`src/verilog/emr_pkg.sv`:
```
// emr_pkg: constants shared by the error message routing block
// assumes: byte-addressed 32-bit register bus, one core clock
package emr_pkg;

	// ==========================================================
	// register byte offsets
	localparam logic [7:0] SERR_EN_OFF = 8'hC8;
	localparam logic [7:0] SMI_EN_OFF = 8'hCC;
	localparam logic [7:0] IRQ_STAT_OFF = 8'hD0;
	localparam logic [7:0] IRQ_MASK_OFF = 8'hD4;

	// ==========================================================
	// reset values
	localparam logic [4:0] SERR_EN_RST = 5'h00;
	localparam logic [15:0] SMI_EN_RST = 16'h0000;
	localparam logic [9:0] IRQ_STAT_RST = 10'h000;
	localparam logic [9:0] IRQ_MASK_RST = 10'h000;

	// ==========================================================
	// serr enable bit positions
	localparam int SERR_SINGLEBIT_BIT = 0;
	localparam int SERR_MULTIBIT_BIT = 1;
	localparam int SERR_BAD_XLAT_BIT = 2;
	localparam int SERR_INVALID_AGP_BIT = 3;
	localparam int SERR_APERTURE_BIT = 4;

	// ==========================================================
	// smi enable bit positions and writable bits
	localparam int SMI_LINK_A_ABORT_BIT = 6;
	localparam int SMI_LINK_B_UNIMPL_BIT = 7;
	localparam int SMI_LINK_B_ABORT_BIT = 8;
	localparam int SMI_THERMAL_BIT = 10;
	localparam int SMI_HOST_CORR_BIT = 11;
	localparam logic [15:0] SMI_EN_WMASK = 16'h0DC0;

	// ==========================================================
	// event source indices, also status and mask bit positions
	localparam int NUM_SRC = 10;
	localparam int SRC_W = 4;
	localparam int SRC_SINGLEBIT = 0;
	localparam int SRC_MULTIBIT = 1;
	localparam int SRC_BAD_XLAT = 2;
	localparam int SRC_INVALID_AGP = 3;
	localparam int SRC_APERTURE = 4;
	localparam int SRC_HOST_CORR = 5;
	localparam int SRC_THERMAL = 6;
	localparam int SRC_LINK_B_UNIMPL = 7;
	localparam int SRC_LINK_B_ABORT = 8;
	localparam int SRC_LINK_A_ABORT = 9;
	localparam int FIRST_SMI_SRC = 5;

	// ==========================================================
	// message sender states
	typedef enum logic [1:0] {
		EMR_IDLE = 2'b01,
		EMR_SEND = 2'b10
	} emr_state_t;

endpackage : emr_pkg

```
`src/verilog/emr_msg_arb.sv`:
```
// emr_msg_arb: picks one pending error event and offers it to the
// hub interface A message sender as a valid/ready request
// assumes: pend_i is sticky until grant_o clears it
`timescale 1ns/10ps
`default_nettype none

module emr_msg_arb (
	// clock and reset
	input wire logic mclk_i,
	input wire logic arst_n_i,
	// pending events
	input wire logic [emr_pkg::NUM_SRC-1:0] pend_i,
	output logic [emr_pkg::NUM_SRC-1:0] grant_o,
	// message request
	output logic msg_valid_o,
	output logic msg_is_smi_o,
	output logic [emr_pkg::SRC_W-1:0] msg_src_o,
	input wire logic msg_ready_i
);

	// lowest pending index wins
	function automatic logic [emr_pkg::SRC_W-1:0] first_set(
		input logic [emr_pkg::NUM_SRC-1:0] v);
		logic [emr_pkg::SRC_W-1:0] idx;
		idx = '0;
		for (int i = emr_pkg::NUM_SRC - 1; i >= 0; i--) begin
			if (v[i]) begin
				idx = emr_pkg::SRC_W'(i);
			end
		end
		return idx;
	endfunction : first_set

	emr_pkg::emr_state_t state_reg;
	emr_pkg::emr_state_t state_next;
	logic [emr_pkg::SRC_W-1:0] src_reg;
	logic [emr_pkg::SRC_W-1:0] src_next;
	logic smi_reg;
	logic smi_next;
	logic [emr_pkg::NUM_SRC-1:0] grant_reg;
	logic [emr_pkg::NUM_SRC-1:0] grant_next;
	wire logic any_pend;
	wire logic [emr_pkg::SRC_W-1:0] pick;
	wire logic done;

	assign any_pend = |pend_i;
	assign pick = first_set(pend_i);
	assign done = (state_reg == emr_pkg::EMR_SEND) && msg_ready_i;

	// one request per event; clear its pending bit as the request leaves EMR_IDLE
	always_comb begin
		state_next = state_reg;
		src_next = src_reg;
		smi_next = smi_reg;
		grant_next = '0;
		case (state_reg)
			emr_pkg::EMR_IDLE: begin
				if (any_pend) begin
					state_next = emr_pkg::EMR_SEND;
					src_next = pick;
					smi_next = (pick >= emr_pkg::SRC_W'(emr_pkg::FIRST_SMI_SRC));
					grant_next[pick] = 1'b1;
				end
			end
			emr_pkg::EMR_SEND: begin
				if (done) begin
					state_next = emr_pkg::EMR_IDLE;
				end
			end
			default: begin
				state_next = emr_pkg::EMR_IDLE;
			end
		endcase
	end

	// state and request registers
	always_ff @(posedge mclk_i or negedge arst_n_i) begin
		if (!arst_n_i) begin
			state_reg <= emr_pkg::EMR_IDLE;
			src_reg <= '0;
			smi_reg <= 1'b0;
			grant_reg <= '0;
		end else begin
			state_reg <= state_next;
			src_reg <= src_next;
			smi_reg <= smi_next;
			grant_reg <= grant_next;
		end
	end

	assign grant_o = grant_next;
	assign msg_valid_o = (state_reg == emr_pkg::EMR_SEND);
	assign msg_is_smi_o = smi_reg;
	assign msg_src_o = src_reg;

endmodule : emr_msg_arb

`default_nettype wire

```
`src/verilog/emr_top.sv`:
```
// emr_top: error message routing enables of the memory hub; turns
// detected error events into serr or smi message requests for the
// hub interface A sender, with enables and interrupts on avalon-mm
// assumes: ev_*_i are one-cycle pulses on mclk_i, overtemp_input_n_i
// is an asynchronous pin, the sender answers with msg_ready_i
//
// Summary of operation
// aperture-outside access sends serr when enabled
// invalid agp access sends serr when enabled
// bad translation entry sends serr when enabled
// multibit memory error sends serr when enabled
// singlebit memory error sends serr when enabled
// software keeps memory serr enables clear without ecc
// 16-bit smi enable register, resets to zero
// software enables one message kind per error
// host correctable error sends smi when enabled
// software clears host smi without host correction
// thermal trip edge sends smi when enabled
// link b target abort sends smi when enabled
// link b unimplemented cycle sends smi when enabled
// link a target abort sends smi when enabled
// each enabled event gives exactly one request
`timescale 1ns/10ps
`default_nettype none

module emr_top (
	// clock and reset
	input wire logic mclk_i,
	input wire logic arst_n_i,
	// avalon-mm slave
	input wire logic [7:0] avs_address_i,
	input wire logic avs_read_i,
	input wire logic avs_write_i,
	input wire logic [31:0] avs_writedata_i,
	input wire logic [3:0] avs_byteenable_i,
	output logic [31:0] avs_readdata_o,
	output logic avs_waitrequest_o,
	// error events, one-cycle pulses
	input wire logic ev_singlebit_mem_i,
	input wire logic ev_multibit_mem_i,
	input wire logic ev_bad_translation_i,
	input wire logic ev_invalid_agp_i,
	input wire logic ev_aperture_outside_i,
	input wire logic ev_host_correctable_i,
	input wire logic ev_mem_overtemp_i,
	input wire logic ev_link_b_unimpl_i,
	input wire logic ev_link_b_abort_i,
	input wire logic ev_link_a_abort_i,
	// thermal trip pin, active low
	input wire logic overtemp_input_n_i,
	// hub interface A message request
	output logic msg_valid_o,
	output logic msg_is_smi_o,
	output logic [emr_pkg::SRC_W-1:0] msg_src_o,
	input wire logic msg_ready_i,
	// interrupt
	output logic irq_o
);

	// ==========================================================
	// helpers

	// address match for a register offset
	function automatic logic hit(input logic [7:0] a, input logic [7:0] off);
		return a == off;
	endfunction : hit

	// byte-lane merge of write data into a 32-bit value
	function automatic logic [31:0] merge(input logic [31:0] old,
		input logic [31:0] wd, input logic [3:0] be);
		logic [31:0] r;
		r = old;
		for (int i = 0; i < 4; i++) begin
			if (be[i]) begin
				r[i*8 +: 8] = wd[i*8 +: 8];
			end
		end
		return r;
	endfunction : merge

	// ==========================================================
	// registers

	logic [4:0] serr_en_reg;
	logic [4:0] serr_en_next;
	logic [15:0] smi_en_reg;
	logic [15:0] smi_en_next;
	logic [emr_pkg::NUM_SRC-1:0] stat_reg;
	logic [emr_pkg::NUM_SRC-1:0] stat_next;
	logic [emr_pkg::NUM_SRC-1:0] mask_reg;
	logic [emr_pkg::NUM_SRC-1:0] mask_next;
	logic [emr_pkg::NUM_SRC-1:0] pend_reg;
	logic [emr_pkg::NUM_SRC-1:0] pend_next;
	logic [31:0] rdata_reg;
	logic [31:0] rdata_next;
	logic wait_reg;
	logic wait_next;
	logic irq_reg;
	logic irq_next;
	logic ovt_s1_reg;
	logic ovt_s2_reg;
	logic ovt_prev_reg;

	// ==========================================================
	// bus decode

	wire logic req;
	wire logic commit;
	wire logic wr_commit;
	wire logic sel_serr;
	wire logic sel_smi;
	wire logic sel_stat;
	wire logic sel_mask;
	wire logic [31:0] serr_word;
	wire logic [31:0] smi_word;
	wire logic [31:0] stat_word;
	wire logic [31:0] mask_word;
	wire logic [31:0] wr_serr;
	wire logic [31:0] wr_smi;
	wire logic [31:0] wr_stat;
	wire logic [31:0] wr_mask;

	// request is answered in the cycle after it is seen
	assign req = avs_read_i | avs_write_i;
	assign commit = req & ~wait_reg;
	assign wr_commit = commit & avs_write_i;
	assign sel_serr = hit(avs_address_i, emr_pkg::SERR_EN_OFF);
	assign sel_smi = hit(avs_address_i, emr_pkg::SMI_EN_OFF);
	assign sel_stat = hit(avs_address_i, emr_pkg::IRQ_STAT_OFF);
	assign sel_mask = hit(avs_address_i, emr_pkg::IRQ_MASK_OFF);

	// register words as seen on the bus, upper bits zero
	assign serr_word = {27'h0000000, serr_en_reg};
	assign smi_word = {16'h0000, smi_en_reg};
	assign stat_word = {22'h000000, stat_reg};
	assign mask_word = {22'h000000, mask_reg};

	// merged write values per register
	assign wr_serr = merge(serr_word, avs_writedata_i, avs_byteenable_i);
	assign wr_smi = merge(smi_word, avs_writedata_i, avs_byteenable_i);
	assign wr_stat = merge(32'h00000000, avs_writedata_i, avs_byteenable_i);
	assign wr_mask = merge(mask_word, avs_writedata_i, avs_byteenable_i);

	// ==========================================================
	// thermal pin synchroniser and edge detect

	wire logic ovt_rise;

	// two flops before use, then compare with previous level
	always_ff @(posedge mclk_i or negedge arst_n_i) begin
		if (!arst_n_i) begin
			ovt_s1_reg <= 1'b1;
			ovt_s2_reg <= 1'b1;
			ovt_prev_reg <= 1'b1;
		end else begin
			ovt_s1_reg <= overtemp_input_n_i;
			ovt_s2_reg <= ovt_s1_reg;
			ovt_prev_reg <= ovt_s2_reg;
		end
	end

	// trip condition rises when the low-active pin falls
	assign ovt_rise = ovt_prev_reg & ~ovt_s2_reg;

	// ==========================================================
	// event vector and enables

	wire logic [emr_pkg::NUM_SRC-1:0] ev;
	wire logic [emr_pkg::NUM_SRC-1:0] en;
	wire logic [emr_pkg::NUM_SRC-1:0] route;
	wire logic [emr_pkg::NUM_SRC-1:0] grant;

	assign ev[emr_pkg::SRC_SINGLEBIT] = ev_singlebit_mem_i;
	assign ev[emr_pkg::SRC_MULTIBIT] = ev_multibit_mem_i;
	assign ev[emr_pkg::SRC_BAD_XLAT] = ev_bad_translation_i;
	assign ev[emr_pkg::SRC_INVALID_AGP] = ev_invalid_agp_i;
	assign ev[emr_pkg::SRC_APERTURE] = ev_aperture_outside_i;
	assign ev[emr_pkg::SRC_HOST_CORR] = ev_host_correctable_i;
	assign ev[emr_pkg::SRC_THERMAL] = ovt_rise | ev_mem_overtemp_i;
	assign ev[emr_pkg::SRC_LINK_B_UNIMPL] = ev_link_b_unimpl_i;
	assign ev[emr_pkg::SRC_LINK_B_ABORT] = ev_link_b_abort_i;
	assign ev[emr_pkg::SRC_LINK_A_ABORT] = ev_link_a_abort_i;

	// serr enables gate the memory and agp sources
	assign en[emr_pkg::SRC_SINGLEBIT] =
		serr_en_reg[emr_pkg::SERR_SINGLEBIT_BIT];
	assign en[emr_pkg::SRC_MULTIBIT] =
		serr_en_reg[emr_pkg::SERR_MULTIBIT_BIT];
	assign en[emr_pkg::SRC_BAD_XLAT] =
		serr_en_reg[emr_pkg::SERR_BAD_XLAT_BIT];
	assign en[emr_pkg::SRC_INVALID_AGP] =
		serr_en_reg[emr_pkg::SERR_INVALID_AGP_BIT];
	assign en[emr_pkg::SRC_APERTURE] =
		serr_en_reg[emr_pkg::SERR_APERTURE_BIT];

	// smi enables gate the host, thermal and link sources
	assign en[emr_pkg::SRC_HOST_CORR] =
		smi_en_reg[emr_pkg::SMI_HOST_CORR_BIT];
	assign en[emr_pkg::SRC_THERMAL] =
		smi_en_reg[emr_pkg::SMI_THERMAL_BIT];
	assign en[emr_pkg::SRC_LINK_B_UNIMPL] =
		smi_en_reg[emr_pkg::SMI_LINK_B_UNIMPL_BIT];
	assign en[emr_pkg::SRC_LINK_B_ABORT] =
		smi_en_reg[emr_pkg::SMI_LINK_B_ABORT_BIT];
	assign en[emr_pkg::SRC_LINK_A_ABORT] =
		smi_en_reg[emr_pkg::SMI_LINK_A_ABORT_BIT];

	// disabled events are dropped, enabled ones become pending
	assign route = ev & en;

	// ==========================================================
	// next-state logic

	// enable registers; reserved smi bits stay zero
	assign serr_en_next = (wr_commit && sel_serr) ? wr_serr[4:0] : serr_en_reg;
	assign smi_en_next = (wr_commit && sel_smi) ?
		(wr_smi[15:0] & emr_pkg::SMI_EN_WMASK) : smi_en_reg;
	assign mask_next = (wr_commit && sel_mask) ?
		wr_mask[emr_pkg::NUM_SRC-1:0] : mask_reg;

	// sticky status: write one to clear, a new event wins
	assign stat_next = (stat_reg &
		~((wr_commit && sel_stat) ? wr_stat[emr_pkg::NUM_SRC-1:0] :
		{emr_pkg::NUM_SRC{1'b0}})) | ev;

	// pending requests: grant clears, a new enabled event wins
	assign pend_next = (pend_reg & ~grant) | route;

	// waitrequest low for exactly one cycle per request
	assign wait_next = ~(req & wait_reg);

	// read data captured while the request waits
	assign rdata_next = (req && wait_reg && avs_read_i) ?
		((sel_serr ? serr_word : 32'h00000000) |
		(sel_smi ? smi_word : 32'h00000000) |
		(sel_stat ? stat_word : 32'h00000000) |
		(sel_mask ? mask_word : 32'h00000000)) : rdata_reg;

	// level interrupt from unmasked status
	assign irq_next = |(stat_next & mask_next);

	// ==========================================================
	// register update

	// software-visible registers
	always_ff @(posedge mclk_i or negedge arst_n_i) begin
		if (!arst_n_i) begin
			serr_en_reg <= emr_pkg::SERR_EN_RST;
			smi_en_reg <= emr_pkg::SMI_EN_RST;
			stat_reg <= emr_pkg::IRQ_STAT_RST;
			mask_reg <= emr_pkg::IRQ_MASK_RST;
		end else begin
			serr_en_reg <= serr_en_next;
			smi_en_reg <= smi_en_next;
			stat_reg <= stat_next;
			mask_reg <= mask_next;
		end
	end

	// internal and bus-answer registers
	always_ff @(posedge mclk_i or negedge arst_n_i) begin
		if (!arst_n_i) begin
			pend_reg <= '0;
			rdata_reg <= 32'h00000000;
			wait_reg <= 1'b1;
			irq_reg <= 1'b0;
		end else begin
			pend_reg <= pend_next;
			rdata_reg <= rdata_next;
			wait_reg <= wait_next;
			irq_reg <= irq_next;
		end
	end

	assign avs_readdata_o = rdata_reg;
	assign avs_waitrequest_o = wait_reg;
	assign irq_o = irq_reg;

	// ==========================================================
	// message request toward the hub interface A sender

	emr_msg_arb u_arb (
		.mclk_i(mclk_i),
		.arst_n_i(arst_n_i),
		.pend_i(pend_reg),
		.grant_o(grant),
		.msg_valid_o(msg_valid_o),
		.msg_is_smi_o(msg_is_smi_o),
		.msg_src_o(msg_src_o),
		.msg_ready_i(msg_ready_i)
	);

endmodule : emr_top

`default_nettype wire
```
`config.mk`:
```
export PLATFORM = sky130hd
export DESIGN_NAME = emr_top
export DESIGN_NICKNAME = d
export VERILOG_FILES = /design/src/verilog/emr_pkg.sv /design/src/verilog/emr_msg_arb.sv /design/src/verilog/emr_top.sv
export SDC_FILE = /design/constraint.sdc
export NUM_CORES = 1
export LEC_CHECK = 0
export BUFFER_PORTS_ARGS = -buffer_cell sky130_fd_sc_hd__clkbuf_2
export CAP_MARGIN = 20
export CELL_PAD_IN_SITES_DETAIL_PLACEMENT = 1
export CELL_PAD_IN_SITES_GLOBAL_PLACEMENT = 1
export CORE_MARGIN = 4
export CORE_UTILIZATION = 39
export CTS_BUF_LIST = sky130_fd_sc_hd__clkbuf_2 sky130_fd_sc_hd__clkbuf_4 sky130_fd_sc_hd__clkbuf_8
export DETAILED_ROUTE_END_ITERATION = 7
export PLACE_DENSITY = 0.93
export SYNTH_ARGS = -nofsm -noshare
export SYNTH_HDL_FRONTEND = slang
export SYNTH_SLANG_ARGS = --single-unit
```
`constraint.sdc`:
```
create_clock -name mclk_i -period 2.7 [get_ports mclk_i]
set_clock_uncertainty 0.15 [all_clocks]
set_input_delay 0.27 -clock mclk_i [delete_from_list [all_inputs] [get_ports mclk_i]]
set_output_delay 0.27 -clock mclk_i [all_outputs]
set_load 0.05 [all_outputs]
```
# --- After elaboration in Yosys (flattened, before gate mapping) ---
# Index checks and enable logic that the tools add are counted.
classes:
  order_cmp: 3
  eq_ne: 8
  muxes: 27
  n_bitwise: 20
  reduce_logical: 15
ops:
  columns: ["op", "n"]
  rows:
  - ["10-bit 2-to-1 mux", 6]
  - ["10-bit AND", 4]
  - ["4-bit 2-to-1 mux", 10]
  - ["8-bit == test (second input constant)", 4]
  - ["12-bit by 10-bit OR with 12-bit output", 2]
  - ["10-bit inverter", 2]
  - ["10-bit OR", 2]
  - ["10-bit OR reduction", 2]
  - ["8-bit 2-to-1 mux", 2]
  - ["12-bit 2-to-1 mux", 1]
  - ["5-bit by 12-bit OR with 12-bit output", 1]
  - ["2-bit AND reduction", 5]
  - ["1-bit logical AND", 8]
  - ["2-bit 2-to-1 mux", 4]
  - ["4-bit by 5-bit < comparator with 1-bit output (second input constant)", 1]
  - ["5-bit 2-to-1 mux", 1]
  - ["1-bit AND", 4]
  - ["1-bit demux with 4-bit select", 1]
  - ["4-bit by 1-bit >= comparator with 1-bit output (second input constant)", 1]
  - ["4-bit by 3-bit >= comparator with 1-bit output (second input constant)", 1]
  - ["2-bit by 1-bit != test with 1-bit output (second input constant)", 2]
  - ["2-bit case mux with 2 select lines", 1]
  - ["1-bit inverter", 3]
  - ["2-bit by 1-bit == test with 1-bit output (second input constant)", 1]
  - ["3 further kinds", 4]
totals:
  ff_bits: 84
  input_bits: 60
  out_inout_bits: 40
  wordCells: 88

# --- Logic depth before layout (Yosys ltp) ---
logic_depth:
  depth_word: 19
  mapped_depth: 7
  depth_no_buf: 6

# --- Hierarchy ---
# A second synthesis with hierarchy kept.
unflattened:
  cells_unflattened: 310
  area_unflattened_um2: 3130.5
modules_own_cells:
  columns: ["module", "n_inst", "cells_per_inst", "area_each_um2", "seq_area_each_um2"]
  rows:
  - ["emr_top", 1, 248, 2647.5, 1431.4]
  - ["emr_msg_arb", 1, 62, 483.0, 176.4]

# --- Worst setup path after synthesis ---
# No wires, ideal clock.
synth_timing:
  kind: "input port to flip-flop"
  from: "input port avs_address_i[0]"
  to: "register irq_reg (netlist: irq_o)"
  setup_time_ns: 0.143
  arrival_time_ns: 2.048
  required_time_ns: 2.407
  setup_slack_ns: 0.359
  cell_stages: 6
  path_buffers: 1
  path_cell_list: "or4b_4 > buf_6 > nor3_4 > mux2_2 > a222oi_1 > nand4_1"
synth_via:
  word_cells_on_any_way: 11
  cone_classes: "2 x eq/ne; 2 x mux; 4 x bitwise; 3 x reduce/logical"
synth_lines:
  columns: ["element", "line", "source"]
  rows:
  - ["from (decl)", "emr_top.sv:31", "input wire logic [7:0] avs_address_i,"]
  - ["8-bit == test", "emr_top.sv:65", "return a == off;"]
  - ["1-bit logical AND", "emr_top.sv:218", "assign mask_next = (wr_commit && sel_mask) ?"]
  - ["10-bit 2-to-1 mux", "emr_top.sv:218", null]
  - ["named net mask_next, one bit", "emr_top.sv:91", "logic [emr_pkg::NUM_SRC-1:0] mask_next;"]
  - ["10-bit AND", "emr_top.sv:240", "assign irq_next = |(stat_next & mask_next);"]
  - ["10-bit OR reduction", "emr_top.sv:240", null]
  - ["named net irq_next", "emr_top.sv:99", "logic irq_next;"]
  - ["to (signal assigned)", "emr_top.sv:271", "irq_reg <= irq_next;"]
  - ["to (decl)", "emr_top.sv:98", "logic irq_reg;"]
# The timed path passes the listed nets, and every way through them passes these cells.
# A chain may end at the register's enable or synchronous reset.

# --- Worst setup path in the final report ---
# Ends and elaborated chain as after synthesis.

==> impl_metrics.csv <==
group,metric,value,unit
synth,netlist_area,2870,µm²
clocking,htree_levels,3,
critical_path,reg2reg_slack,0.38,ns
drt,ant_nets,0,
critical_path,start_kind,"input port",
drt,vias,2278,
cells_and_area,nFillCells,803,
global_routing,use_met1,22.3,%
drt,vias_per_cell,5.26,
place,placed_area,3240,µm²
synth,synthMuxAreaShare,8.25,%
sta,finalHoldViolCount,0,
synth,ys_seq_area_share,56.1,%
die,num_rows,30,
cells_and_area,area.growth.synth_to_final,20.7,%
clocking,ctsResizeCount,0,
global_routing,met3_usage,5.61,%
sta,finalSetupTns,0,ns
cells_and_area,stdcell_area,3460,µm²
synth,yosys.area_share.adder,0,%
sta,hold_ws,0.0106,ns
place,io_buffer_count,57,
synth,synth_top_flop_cell,"dfrtp_1",
clocking,clk_latency,0.35,ns
synth,synth_area_per_cell,11.2,µm²
place,place_congestion,0.831,
job,drv_cap,0,
cells_and_area,antenna_cells,0,
drt,wirelength,7.73,mm
drt,wl_per_cell,17.8,µm
clocking,cts.clk_slew.worst_paths,0.07,ns
sta,finalSetupViolCount,0,
synth,async_flop_share,100,%
sta,max_freq,430,MHz
die,die_area,8790,µm²
cells_and_area,largest_reg_flops,12,
global_routing,top_usage_layer,"met2",
critical_path,timing.critical_path.arrival,2.37,ns
critical_path,end_kind,"register",
sta,relSlewSlack,58.3,%
clocking,cts_sinks,64,
critical_path,timing.rr.start,"avs_waitrequest_o",
clocking,cts-root-buf,"clkbuf_8",
drt,post-route-drc-count,0,
synth,yosysWarnings,0,
pwr,peakVddDrop,325,µV
place,place_ws,0.0516,ns
critical_path,reg2regPathDepth,5,
sta,finalCriticalPeriod,2.33,ns
synth,yosysUniqueCellTypes,37,
synth,yosys.area.top_type,"dfrtp_1",
worst_hold_path,hold_end,"stat_reg[5]",
critical_path,critPathMaxFanout,7,
die,start_util,41.1,%
critical_path,reg2reg_to,"irq_o",
synth,syn_inst,255,
sta,fin_crit_sh,86.1,%
pwr,leakage,1.69,nW
clocking,cts_tree,"done",
sta,worstMarginPinSlew,0.625,ns
critical_path,critPathRequiredTime,2.74,ns
worst_hold_path,worstHoldPathCells,2,
pwr,power_density,747,nW/µm²
synth,yosys.area_share.simple,13.6,%
clocking,numCtsBuffers,9,
place,dpl.hpwl,5.90,mm
worst_hold_path,min_path_type,"input port to register",
sta,layout_setup_ws,0.374,ns
sta,rsz0062_at_grt,"no",
global_routing,overflow,0,
synth,synth_top_family_by_area,"compound AO/OA/AOI/OAI gates",
synth,synth_xor_area_share,0,%
synth,synth_edf_count,0,
synth,ys_ff_latch,64,
sta,slew_violations,0,
global_routing,first_global_vias,2561,
clocking,clk_path_buf_depth,2,
die,dieWidth,93.8,µm
synth,synth.area.top_cells,"dfrtp_1 (51%), mux2_2 (7.5%), buf_4 (5.2%)",
run_status,status,"complete, no violations",
cells_and_area,drive_gt1_share,32.3,%
global_routing,grt_start_max_net_pins,29,
cells_and_area,nNetsFinal,392,
drt,drt-pass1-iter-count,5,
global_routing,met2_usage,30.8,%
die,fp.dieH,93.8,µm
global_routing,antenna_found_initial,0,
die,core-area,6980,µm²
synth,synth_top_cell_area_share,51.5,%
critical_path,critical_path_class,"input port to register",
global_routing,grt_pass1_wl,12.6,mm
worst_hold_path,worstHoldStart,"avs_writedata_i[5]",
synth,synth_compound_area_share,14.9,%
global_routing,grt_usage,18.8,%
drt,drt_iter0_markers,109,
die,ios,100,
## cell families (layout without fill, tap and decap cells)
kind of cell           count (synthesis)  after routing
buffers and inverters                 32             95
flip-flops                            64             64
multiplexers                          21             21
AND/OR/NAND/NOR                       77             77
AO/OA/AOI/OAI                         60             60
other                                  1             20
## cells in the final DEF, fill, tap and decap left out, types with 3 or more instances in the layout
| master | netlist | layout |
|---|---|---|
| dfstp_2 | 5 | 5 |
| dfrtp_1 | 59 | 59 |
| dlygate4sd3_1 | 0 | 4 |
| conb_1 | 1 | 20 |
| inv_1 | 9 | 9 |
| a222oi_1 | 10 | 10 |
| clkbuf_4 | 0 | 3 |
| o21ai_0 | 18 | 18 |
| nor3_1 | 4 | 4 |
| a31oi_1 | 4 | 4 |
| a21o_1 | 9 | 9 |
| buf_4 | 20 | 9 |
| a22oi_1 | 4 | 4 |
| a22o_1 | 6 | 6 |
| clkbuf_2 | 0 | 57 |
| a21oi_1 | 3 | 3 |
| nor2_1 | 15 | 15 |
| clkbuf_8 | 0 | 10 |
| nand2b_1 | 4 | 4 |
| mux2_2 | 19 | 19 |
| nand2_1 | 37 | 37 |
## cells in the mapped netlist, drive strengths merged (3+ instances only)
| master | count |
|---|---|
| dfrtp | 59 |
| nor2 | 15 |
| mux2 | 21 |
| nor3 | 6 |
| nand2 | 37 |
| nand2b | 4 |
| dfstp | 5 |
| buf | 21 |
| o21ai | 18 |
| a22o | 6 |
| a31oi | 4 |
| a21o | 9 |
| a222oi | 10 |
| inv | 9 |
| a22oi | 4 |
| a21oi | 3 |
## area by class of cell
cell class / instances / area, µm² / share of cell area (%)
clock inverters: 3 / 18.8 / 0.542
flip-flops and latches: 64 / 1610 / 46.4
multi-input cells: 178 / 1130 / 32.6
inverters: 9 / 33.8 / 0.976
well taps: 96 / 120 / 3.47
clock buffers: 13 / 160 / 4.63
repair buffers: 70 / 393 / 11.3
## metal layers
layer / up-vias / share of wire, %
met5: - / 0
met4: 0 / 3.6
met3: 25 / 5.6
met2: 88 / 50
met1: 1134 / 41
li1: 1031 / -
## how the worst max path moves through the flow
stage	slack [ns]	end	startpoint
after floorplan	0.36	irq_o	avs_address_i[0]
after global placement	0.09	irq_o	avs_address_i[0]
after detailed placement	0.05	irq_o	avs_address_i[0]
after CTS	0.39	irq_o	avs_waitrequest_o
after global routing	0.27	irq_o	avs_waitrequest_o
final	0.37	irq_o	avs_address_i[0]
## repair_timing
item | 4_1_cts | 5_1_grt
buffers inserted | 0 | 0
hold endpoints to repair | 16 | 0
hold buffers | 4 | 0
setup endpoints to repair | 0 | 0
## critical path, stage by stage
cell and delay (ns):
clkbuf_2 0.08, or4b_4 0.60, nor3_1 0.35, mux2_2 0.41, a222oi_1 0.47, nand4_1 0.18
## stage by stage
step | util (%) | cells | power, W
final | 49.6 | 433 | 0.00259
after floorplan | - | 274 | 0.00165
after global placement | 46.5 | 413 | 0.00181
after global routing | 49.6 | 433 | 0.00273
after detailed placement | 46.5 | 413 | 0.00184
after CTS | 49.6 | 433 | 0.00260
## power breakdown
part	switching [W]	leakage [nW]	internal, W
logic	0.000491	0.785	0.000222
registers	0.0000598	0.812	0.00106
clock network	0.000369	0.0976	0.000388
total	0.000919	1.69	0.00167
(Power assumes the default switching activity.)
